## src/cic_pkg.sv

```systemverilog
/*
  Shared constants for the CAN controller interrupt logic: register
  offsets, bit positions of the enable, flag and error-condition registers,
  error counter thresholds and the pending-source codes.
  Assumes nothing beyond a SystemVerilog compiler.
*/
package cic_pkg;

  // ==========================================================================
  // Register offsets on the device register port
  // ==========================================================================
  localparam logic [7:0] ADDR_IRQ_SOURCE_ENABLE = 8'h2B;
  localparam logic [7:0] ADDR_IRQ_SOURCE_FLAGS  = 8'h2C;
  localparam logic [7:0] ADDR_ERROR_CONDITION   = 8'h2D;
  localparam logic [7:0] ADDR_STATUS            = 8'h0E;

  // ==========================================================================
  // Bit positions shared by the enable and flag registers
  // ==========================================================================
  localparam int BIT_MSG_ERROR = 7;
  localparam int BIT_WAKE      = 6;
  localparam int BIT_ERR_STATE = 5;
  localparam int BIT_TX2       = 4;
  localparam int BIT_TX1       = 3;
  localparam int BIT_TX0       = 2;
  localparam int BIT_RX1       = 1;
  localparam int BIT_RX0       = 0;

  // ==========================================================================
  // Bit positions of the error condition register
  // ==========================================================================
  localparam int EC_RX1_OVR   = 7;
  localparam int EC_RX0_OVR   = 6;
  localparam int EC_BUS_OFF   = 5;
  localparam int EC_TX_PASS   = 4;
  localparam int EC_RX_PASS   = 3;
  localparam int EC_TX_WARN   = 2;
  localparam int EC_RX_WARN   = 1;
  localparam int EC_ANY_WARN  = 0;

  // ==========================================================================
  // Error counter thresholds and reset values
  // ==========================================================================
  localparam logic [8:0] WARN_LIMIT    = 9'h060;
  localparam logic [8:0] PASSIVE_LIMIT = 9'h07F;
  localparam logic [8:0] BUS_OFF_LIMIT = 9'h0FF;
  localparam logic [7:0] RESET_BYTE    = 8'h00;

  // ==========================================================================
  // Pending-source codes, lower is higher priority
  // ==========================================================================
  localparam logic [2:0] CODE_NONE = 3'h0;
  localparam logic [2:0] CODE_ERR  = 3'h1;
  localparam logic [2:0] CODE_WAKE = 3'h2;
  localparam logic [2:0] CODE_TX0  = 3'h3;
  localparam logic [2:0] CODE_TX1  = 3'h4;
  localparam logic [2:0] CODE_TX2  = 3'h5;
  localparam logic [2:0] CODE_RX0  = 3'h6;
  localparam logic [2:0] CODE_RX1  = 3'h7;

  // Host access sequencer states.
  typedef enum logic [1:0] {
    CIC_H_IDLE,
    CIC_H_WAIT,
    CIC_H_DONE
  } cic_host_state_t;

endpackage : cic_pkg

```

## src/cic_if.sv

```systemverilog
/*
  Carrier between the interrupt logic and its host: a plain register port
  (address, write data, strobes, read data one cycle later) and the
  active-low interrupt pin.
  Assumes one shared clock and reset driven by the testbench.
*/
`timescale 1ns/1ps
interface cic_if (
  input wire logic clk_i,
  input wire logic rst_b_i
);
  logic [7:0] addr;
  logic [7:0] wdata;
  logic       wr;
  logic       rd;
  logic [7:0] rdata;
  logic       int_b;

  modport dev (
    input  clk_i, rst_b_i, addr, wdata, wr, rd,
    output rdata, int_b
  );
  modport host (
    input  clk_i, rst_b_i, rdata, int_b,
    output addr, wdata, wr, rd
  );
endinterface : cic_if

```

## src/cic_device.sv

```systemverilog
/*
  Device end: interrupt flag, enable and error-condition registers of a
  CAN controller, the active-low interrupt pin and the pending-source code.
  Assumes the protocol engine supplies one-cycle event pulses, live
  buffer-occupied levels and the two error counters, all synchronous.
*/
`timescale 1ns/1ps

// Notes on behaviour
// TX empty event sets flag when enabled
// Host clears TX flag by writing zero
// RX load event sets flag when enabled
// RX flag set right after end-of-frame
// Host clears RX flag by writing zero
// Any message error sets flag; enable gates pin
// Bus activity in sleep sets wake flag
// Wake interrupt ends sleep mode
// Host clears wake flag
// Error enable: overflow or state change interrupts
// Valid message into busy buffer sets overrun
// Overrun bit cleared only by host
// Receive warning at counter 96
// Transmit warning at counter 96
// Receive passive above 127
// Transmit passive above 127
// Bus-off beyond 255
// Pending while any flag stays set; code counts a flag as pending only while its enable bit is also set
// Clear ignored while cause persists
// Enable register bit layout, reset zero
// Pin low while enabled interrupt pending
// Three-bit code of highest pending source
// Request is OR of flag AND enable
module cic_device (
  cic_if.dev              bus,
  input  wire logic       tx_empty_evt_i,   // One-cycle pulse; tx_evt_sel_i picks the buffers.
  input  wire logic [2:0] tx_empty_lvl_i,
  input  wire logic [1:0] rx_load_evt_i,    // Pulse after end of frame.
  input  wire logic [1:0] rx_full_lvl_i,
  input  wire logic [1:0] rx_target_i,      // Buffer chosen by the filter.
  input  wire logic       rx_valid_i,       // Assembled message accepted.
  input  wire logic [2:0] tx_evt_sel_i,
  input  wire logic       msg_error_i,
  input  wire logic       sleep_req_i,
  input  wire logic       bus_activity_i,
  input  wire logic [8:0] rx_err_cnt_i,
  input  wire logic [8:0] tx_err_cnt_i,
  output logic            sleep_o,
  output logic [2:0]      pending_source_code_o
);

  // ==========================================================================
  // State
  // ==========================================================================
  logic [7:0] irq_source_enable_r, irq_source_enable_nxt;
  logic [7:0] irq_source_flags_r,  irq_source_flags_nxt;
  logic [1:0] rx_buffer_overrun_r, rx_buffer_overrun_nxt;
  logic [4:0] err_state_r;
  logic [4:0] err_state_nxt;
  logic       sleep_r, sleep_nxt;
  logic [7:0] rdata_r, rdata_nxt;
  logic [7:0] set_v, cond_v, error_condition_reg;
  logic [2:0] tx_set;
  logic [1:0] ovr_set;
  logic       err_change;
  logic [7:0] pend;
  logic       wr_en, wr_fl, wr_ec;

  assign wr_en = bus.wr && (bus.addr == cic_pkg::ADDR_IRQ_SOURCE_ENABLE);
  assign wr_fl = bus.wr && (bus.addr == cic_pkg::ADDR_IRQ_SOURCE_FLAGS);
  assign wr_ec = bus.wr && (bus.addr == cic_pkg::ADDR_ERROR_CONDITION);

  // ==========================================================================
  // Error state decode
  // ==========================================================================
  // Live counter thresholds; order is bus-off, tx/rx passive, tx/rx warn.
  always_comb begin
    err_state_nxt[4] = tx_err_cnt_i > cic_pkg::BUS_OFF_LIMIT;
    err_state_nxt[3] = tx_err_cnt_i > cic_pkg::PASSIVE_LIMIT;
    err_state_nxt[2] = rx_err_cnt_i > cic_pkg::PASSIVE_LIMIT;
    err_state_nxt[1] = tx_err_cnt_i >= cic_pkg::WARN_LIMIT;
    err_state_nxt[0] = rx_err_cnt_i >= cic_pkg::WARN_LIMIT;
  end

  assign err_change = (err_state_nxt != err_state_r);
  assign ovr_set    = (rx_valid_i ? rx_target_i : 2'h0) & rx_full_lvl_i;

  // Assembled error condition register view.
  always_comb begin
    error_condition_reg                       = cic_pkg::RESET_BYTE;
    error_condition_reg[cic_pkg::EC_RX1_OVR]  = rx_buffer_overrun_r[1];
    error_condition_reg[cic_pkg::EC_RX0_OVR]  = rx_buffer_overrun_r[0];
    error_condition_reg[cic_pkg::EC_BUS_OFF]  = err_state_r[4];
    error_condition_reg[cic_pkg::EC_TX_PASS]  = err_state_r[3];
    error_condition_reg[cic_pkg::EC_RX_PASS]  = err_state_r[2];
    error_condition_reg[cic_pkg::EC_TX_WARN]  = err_state_r[1];
    error_condition_reg[cic_pkg::EC_RX_WARN]  = err_state_r[0];
    error_condition_reg[cic_pkg::EC_ANY_WARN] = |err_state_r[1:0];
  end

  // ==========================================================================
  // Flag set and hold conditions
  // ==========================================================================
  // Set events per flag; a flag only sets if its enable is on, except the
  // message error flag, which always records the event.
  always_comb begin
    tx_set = tx_empty_evt_i ? (tx_evt_sel_i & tx_empty_lvl_i) : 3'h0;
    set_v = 8'h00;
    set_v[cic_pkg::BIT_MSG_ERROR] = msg_error_i;
    set_v[cic_pkg::BIT_WAKE]      = sleep_r && bus_activity_i
                                    && irq_source_enable_r[cic_pkg::BIT_WAKE];
    set_v[cic_pkg::BIT_ERR_STATE] = (err_change || (|ovr_set))
                                    && irq_source_enable_r[cic_pkg::BIT_ERR_STATE];
    set_v[cic_pkg::BIT_TX2] = tx_set[2] && irq_source_enable_r[cic_pkg::BIT_TX2];
    set_v[cic_pkg::BIT_TX1] = tx_set[1] && irq_source_enable_r[cic_pkg::BIT_TX1];
    set_v[cic_pkg::BIT_TX0] = tx_set[0] && irq_source_enable_r[cic_pkg::BIT_TX0];
    set_v[cic_pkg::BIT_RX1] = rx_load_evt_i[1]
                              && irq_source_enable_r[cic_pkg::BIT_RX1];
    set_v[cic_pkg::BIT_RX0] = rx_load_evt_i[0]
                              && irq_source_enable_r[cic_pkg::BIT_RX0];
    // Conditions that keep a flag from being cleared while they last.
    cond_v = 8'h00;
    cond_v[cic_pkg::BIT_TX2] = 1'b0;
    cond_v[cic_pkg::BIT_RX1] = rx_full_lvl_i[1] && rx_load_evt_i[1];
    cond_v[cic_pkg::BIT_RX0] = rx_full_lvl_i[0] && rx_load_evt_i[0];
    cond_v[cic_pkg::BIT_ERR_STATE] = |rx_buffer_overrun_r;
    cond_v[cic_pkg::BIT_WAKE] = sleep_r && bus_activity_i;
  end

  // ==========================================================================
  // Register next values
  // ==========================================================================
  // Writes, sets and protected clears; a flag or overrun set beats a clear, a wake beats a sleep request.
  always_comb begin
    irq_source_enable_nxt = irq_source_enable_r;
    if (wr_en) begin
      irq_source_enable_nxt = bus.wdata;
    end
    irq_source_flags_nxt = irq_source_flags_r;
    if (wr_fl) begin
      // Host writes may clear (or set, for test) any flag unless held.
      irq_source_flags_nxt = bus.wdata
                             | (irq_source_flags_r & cond_v);
    end
    irq_source_flags_nxt = irq_source_flags_nxt | set_v;
    rx_buffer_overrun_nxt = rx_buffer_overrun_r;
    if (wr_ec) begin
      rx_buffer_overrun_nxt = rx_buffer_overrun_r &
        {bus.wdata[cic_pkg::EC_RX1_OVR], bus.wdata[cic_pkg::EC_RX0_OVR]};
    end
    rx_buffer_overrun_nxt = rx_buffer_overrun_nxt | ovr_set;
    sleep_nxt = sleep_r;
    if (sleep_req_i) begin
      sleep_nxt = 1'b1;
    end
    if (set_v[cic_pkg::BIT_WAKE]) begin
      sleep_nxt = 1'b0;
    end
    rdata_nxt = cic_pkg::RESET_BYTE;
    if (bus.rd) begin
      if (bus.addr == cic_pkg::ADDR_IRQ_SOURCE_ENABLE) begin
        rdata_nxt = irq_source_enable_r;
      end else if (bus.addr == cic_pkg::ADDR_IRQ_SOURCE_FLAGS) begin
        rdata_nxt = irq_source_flags_r;
      end else if (bus.addr == cic_pkg::ADDR_ERROR_CONDITION) begin
        rdata_nxt = error_condition_reg;
      end else if (bus.addr == cic_pkg::ADDR_STATUS) begin
        rdata_nxt = {4'h0, pending_source_code_o, 1'b0};
      end else begin
        rdata_nxt = cic_pkg::RESET_BYTE;
      end
    end
  end

  // Register all state.
  always_ff @(posedge bus.clk_i or negedge bus.rst_b_i) begin
    if (!bus.rst_b_i) begin
      irq_source_enable_r <= cic_pkg::RESET_BYTE;
      irq_source_flags_r  <= cic_pkg::RESET_BYTE;
      rx_buffer_overrun_r <= 2'h0;
      err_state_r         <= 5'h00;
      sleep_r             <= 1'b0;
      rdata_r             <= cic_pkg::RESET_BYTE;
    end else begin
      irq_source_enable_r <= irq_source_enable_nxt;
      irq_source_flags_r  <= irq_source_flags_nxt;
      rx_buffer_overrun_r <= rx_buffer_overrun_nxt;
      err_state_r         <= err_state_nxt;
      sleep_r             <= sleep_nxt;
      rdata_r             <= rdata_nxt;
    end
  end

  // ==========================================================================
  // Interrupt pin and pending code
  // ==========================================================================
  assign pend = irq_source_flags_r & irq_source_enable_r;

  // Priority encode: lowest code wins.
  always_comb begin
    pending_source_code_o = cic_pkg::CODE_NONE;
    if (pend[cic_pkg::BIT_ERR_STATE]) begin
      pending_source_code_o = cic_pkg::CODE_ERR;
    end else if (pend[cic_pkg::BIT_WAKE]) begin
      pending_source_code_o = cic_pkg::CODE_WAKE;
    end else if (pend[cic_pkg::BIT_TX0]) begin
      pending_source_code_o = cic_pkg::CODE_TX0;
    end else if (pend[cic_pkg::BIT_TX1]) begin
      pending_source_code_o = cic_pkg::CODE_TX1;
    end else if (pend[cic_pkg::BIT_TX2]) begin
      pending_source_code_o = cic_pkg::CODE_TX2;
    end else if (pend[cic_pkg::BIT_RX0]) begin
      pending_source_code_o = cic_pkg::CODE_RX0;
    end else if (pend[cic_pkg::BIT_RX1]) begin
      pending_source_code_o = cic_pkg::CODE_RX1;
    end
  end

  assign bus.int_b = !(|pend);
  assign bus.rdata = rdata_r;
  assign sleep_o   = sleep_r;

endmodule : cic_device

```

## src/flat_wrapper.sv

```systemverilog
// flat-port wrapper written by rule: the top's interface ports become plain ports
module cic_device_flat 
  (tx_empty_evt_i, tx_empty_lvl_i, rx_load_evt_i, rx_full_lvl_i, rx_target_i, rx_valid_i, tx_evt_sel_i, msg_error_i, sleep_req_i, bus_activity_i, rx_err_cnt_i, tx_err_cnt_i, sleep_o, pending_source_code_o, clk_i, rst_b_i, bus_addr, bus_wdata, bus_wr, bus_rd, bus_rdata, bus_int_b);
  cic_if bus_i (.clk_i(clk_i), .rst_b_i(rst_b_i));
  input  wire logic tx_empty_evt_i;
  input  wire logic [2:0] tx_empty_lvl_i;
  input  wire logic [1:0] rx_load_evt_i;
  input  wire logic [1:0] rx_full_lvl_i;
  input  wire logic [1:0] rx_target_i;
  input  wire logic rx_valid_i;
  input  wire logic [2:0] tx_evt_sel_i;
  input  wire logic msg_error_i;
  input  wire logic sleep_req_i;
  input  wire logic bus_activity_i;
  input  wire logic [8:0] rx_err_cnt_i;
  input  wire logic [8:0] tx_err_cnt_i;
  output logic sleep_o;
  output logic [2:0] pending_source_code_o;
  input wire logic clk_i;
  input wire logic rst_b_i;
  input wire logic [$bits(bus_i.addr)-1:0] bus_addr;
  input wire logic [$bits(bus_i.wdata)-1:0] bus_wdata;
  input wire logic [$bits(bus_i.wr)-1:0] bus_wr;
  input wire logic [$bits(bus_i.rd)-1:0] bus_rd;
  output wire logic [$bits(bus_i.rdata)-1:0] bus_rdata;
  output wire logic [$bits(bus_i.int_b)-1:0] bus_int_b;
  assign bus_i.addr = bus_addr;
  assign bus_i.wdata = bus_wdata;
  assign bus_i.wr = bus_wr;
  assign bus_i.rd = bus_rd;
  assign bus_rdata = bus_i.rdata;
  assign bus_int_b = bus_i.int_b;
  cic_device u_core (.bus(bus_i), .tx_empty_evt_i(tx_empty_evt_i), .tx_empty_lvl_i(tx_empty_lvl_i), .rx_load_evt_i(rx_load_evt_i), .rx_full_lvl_i(rx_full_lvl_i), .rx_target_i(rx_target_i), .rx_valid_i(rx_valid_i), .tx_evt_sel_i(tx_evt_sel_i), .msg_error_i(msg_error_i), .sleep_req_i(sleep_req_i), .bus_activity_i(bus_activity_i), .rx_err_cnt_i(rx_err_cnt_i), .tx_err_cnt_i(tx_err_cnt_i), .sleep_o(sleep_o), .pending_source_code_o(pending_source_code_o));
endmodule
```

## config.mk

```make
export PLATFORM = sky130hd
export DESIGN_NAME = cic_device_flat
export DESIGN_NICKNAME = d
export VERILOG_FILES = /design/src/cic_pkg.sv /design/src/cic_if.sv /design/src/cic_device.sv /design/src/flat_wrapper.sv
export SDC_FILE = /design/constraint.sdc
export NUM_CORES = 1
export LEC_CHECK = 0
export BUFFER_PORTS_ARGS = -buffer_cell sky130_fd_sc_hd__buf_4
export CAP_MARGIN = 15
export CORE_ASPECT_RATIO = 1.75
export CORE_MARGIN = 3
export CORE_UTILIZATION = 30
export DETAILED_ROUTE_END_ITERATION = 6
export PLACE_DENSITY_LB_ADDON = 0.3
export SLEW_MARGIN = 20
export SYNTH_ARGS = -nofsm -noshare
export SYNTH_HDL_FRONTEND = slang
export SYNTH_SLANG_ARGS = --single-unit
```

## constraint.sdc

```tcl
create_clock -name clk_i -period 1.6 [get_ports clk_i]
set_clock_uncertainty 0.15 [all_clocks]
set_input_delay 0.08 -clock clk_i [delete_from_list [all_inputs] [get_ports clk_i]]
set_output_delay 0.08 -clock clk_i [all_outputs]
set_load 0.01 [all_outputs]
```

==> key figures <==
Status
  • Violated checks: setup timing
  • Status: complete, but fails checks

Global routing
  • First-pass GRT wire length: 8620 um
  • Largest net degree at the start of global routing: 33
  • Vias in the first global route: 1887
  • Initial antenna violation count: 0
  • Grt total ovfl: 0
  • GRT Util Overall: 16.8%

Layout
  • Fill cells: 477
  • Nets: 337
  • Layout cells sized above 1: 50.9%
  • Final instance area: 2960 um^2
  • Area delta synth->final: 77.2%
  • N_diodes: 0

Setup path
  • R2r setup slk: -0.02 ns
  • CP max FO: 2
  • CP Launch Type: register
  • Reg-to-Reg Start: u_core.irq_source_flags_r[2]
  • Crit-path slowest cell: dfrtp_1
  • Worst setup endpoint: pending_source_code_o[2]
  • Worst Reg-to-Reg Cells: 6
  • Crit path required time: 1.37 ns
  • CP dominant cell by count: buf_4
  • WP data arrival: 1.49 ns
  • Origin of the worst setup path: u_core.irq_source_flags_r[2]
  • Reg-to-Reg End: u_core.bus.rdata[3]
  • CP cell instances: a22oi_2, nand2_1, a21oi_2, buf_4, buf_4
  • Worst path max stage delay: 0.42 ns
  • WS Path Type: reg2out
  • Critical Path Sink Type: primary output

Logic synthesis
  • Count leader, synth: dfrtp_1
  • Top-area cell type share of the netlist area: 48.0%
  • Post-synth ARST share: 100%
  • Most used DFF post-synth: dfrtp_1
  • Yosys cell types: 39
  • Number of synthesized flops with an enable pin: 0
  • Synth Warn #: 0
  • Post-synthesis cell count: 158
  • Sequential fraction of the synthesis area: 48.0%
  • Syn avg cell area: 10.6 um^2
  • Post-synth net total: 213
  • Post-synth top area cell: dfrtp_1
  • Commonest cells post-synth: dfrtp_1 (32), nand2_1 (22), mux2_2 (15)
  • Synth top area cells: dfrtp_1 (48%), mux2_2 (10%), nand2_1 (4.9%)
  • Post-Syn Area: 1670 um^2
  • Synthesis-stage register bit count: 32

Floorplanning
  • Core area: 5340 um^2
  • Starting density of the core: 31.2%
  • FP Rows: 35
  • Die area: 6530 um^2
  • Die Ht: 105 um
  • Die X: 62.4 um
  • Ports: 68

Pwr
  • Pleak: 1.35 nW
  • Total power: 2.22 mW
  • Pwr per Cell Area: 751 nW/um^2
  • Worst IR drop on VDD: 434 uV

Clocking
  • CTS tree: done
  • CTS Buf Count: 5
  • H-tree levels: 2
  • Clock Path Buffers: 2
  • CTS clk-pin slew, worst paths: 0.07 ns
  • Worst skew pair latency: 0.28 ns
  • CTS Sinks: 32
  • CTS root buf: clkbuf_8

STA
  • Fin worst setup slack: -0.117 ns
  • Tcrit/Tclk final: 107%
  • RSZ-0062 raised after global routing: true
  • Worst-Margin Slew: 0.415 ns
  • Final max-slew violation count: 0
  • Post-Route Hold Slack: 0.0802 ns
  • Final setup viols: 6
  • Maximum clock rate: 0.582 GHz
  • Worst slew margin relative to its limit: 72.3%
  • Hold Violations, Final: 0
  • Tmin final: 1.72 ns

Place
  • RD Place Congestion: 0.823
  • Port-buffer cells: 57
  • Placed Area: 2330 um^2
  • Hpwl dp: 3640 um

Routing
  • Starting DRT DRC Count: 40
  • Final ANT Viol Nets: 0
  • Post-route DRC: 0
  • WL/cell: 15.1 um
  • Pre-Repair DR Iteration Count: 4
  • Drt total wl: 5380 um
  • Via density per instance: 4.84
  • Via count: 1728

Job
  • Number of max-cap violations: 0

Worst hold path
  • Worst min path class: in2reg
[through the flow]
step	util [%]	setup TNS, ns	setup slack (ns)	cells
final	55.4	-0.357	-0.117	357
after global routing	55.4	-0.787	-0.160	357
after CTS	54.2	-0.302	-0.0807	355
after detailed placement	43.7	-0.650	-0.0593	307
after global placement	43.7	-0.347	-0.0669	307
after floorplan	-	0	0.0557	158
[flip-flops by register name (all words and copies together) (netlist names)]
signal                      flops
u_core.rx_buffer_overrun_r      2
u_core.err_state_r              5
u_core.irq_source_flags_r       8
u_core.irq_source_enable_r      8
u_core.bus.rdata                8
u_core.sleep_o                  1
[cells by family after synthesis]
kind of cell              count (synthesis)  synth area share (%)
AOI/OAI and AO/OA                        41                  18.0
xor gates and xnor gates                  1                 0.525
buffers and inverters                     9                  2.55
DFF                                      32                  48.0
muxes                                    20                  13.1
and+or+nand+nor                          55                  17.8
[repair_timing]
action / in CTS / in global routing
pin swaps: 9 / 9
setup endpoints to repair: 6 / 8
buffers inserted: 8 / 3
endpoints found under the hold margin: 60 / 0
hold buffers: 33 / 0
cloned: 0 / 0
gates resized for setup: 14 / 12
[worst min path at each step]
stage	cells past startpoint	startpoint	endpoint	slack, ns
detailed placement	1	rst_b_i	u_core.bus.rdata[2]	-0.10
CTS	4	bus_wr	u_core.rx_buffer_overrun_r[1]	0.08
global route	4	tx_empty_evt_i	u_core.irq_source_flags_r[3]	0.1
finish	4	bus_wr	u_core.rx_buffer_overrun_r[1]	0.08
floorplan	0	rst_b_i	u_core.bus.rdata[0]	-0.37
global placement	1	rst_b_i	u_core.bus.rdata[3]	-0.11
[worst max-delay path, delay by kind of cell, from the launching register on]
kind,cells,cell delay (ns)
compound gates,2,0.41
buf+inv,2,0.24
flops,1,0.42
simple gates,1,0.13
[per-layer routing]
| metal | routed length (um) | vias up | GRT usage (%) |
|---|---|---|---|
| li1 | - | 835 | - |
| met1 | 2000 | 829 | 17.3 |
| met2 | 2940 | 49 | 30.9 |
| met3 | 214 | 15 | 2.69 |
| met4 | 218 | 0 | 10.6 |
| met5 | 0 | - | 0 |
[area by class of cell]
| type | count | area (um^2) | share of cell area, % |
|---|---|---|---|
| clock buffers | 5 | 68.8 | 2.33 |
| clock inverters | 3 | 42.5 | 1.44 |
| inverters | 4 | 15.0 | 0.508 |
| multi-input cells | 117 | 918 | 31.0 |
| flip-flops and latches | 32 | 805 | 27.2 |
| well taps | 74 | 92.6 | 3.13 |
| repair buffers | 122 | 1020 | 34.3 |
[placed cells by master, fill, tap and decap left out, types with 2 or more instances in the layout]
cell            count
a21oi_1             8
a21oi_2             2
a221o_1             2
a22oi_1             4
a22oi_2             4
a31o_4              2
buf_4              86
buf_6               4
clkbuf_8            5
dfrtp_1            29
dfrtp_2             3
dlygate4sd3_1      30
dlymetal6s4s_1      2
inv_1               3
mux2_2             15
mux2i_1             5
nand2_1            20
nand2_2             2
nand3_1             3
nand4_1             4
nor2_1             10
nor2b_1             2
nor3_1              3
o21ai_0             4
o311a_4             2
or2_2               3
[power by group]
part | leakage [nW] | switching, mW | internal, mW
clock network | 0.0541 | 0.304 | 0.460
logic | 0.913 | 0.204 | 0.325
registers | 0.384 | 0.0632 | 0.864
total | 1.35 | 0.571 | 1.65
No activity file was read; power rests on OpenSTA's default activity.
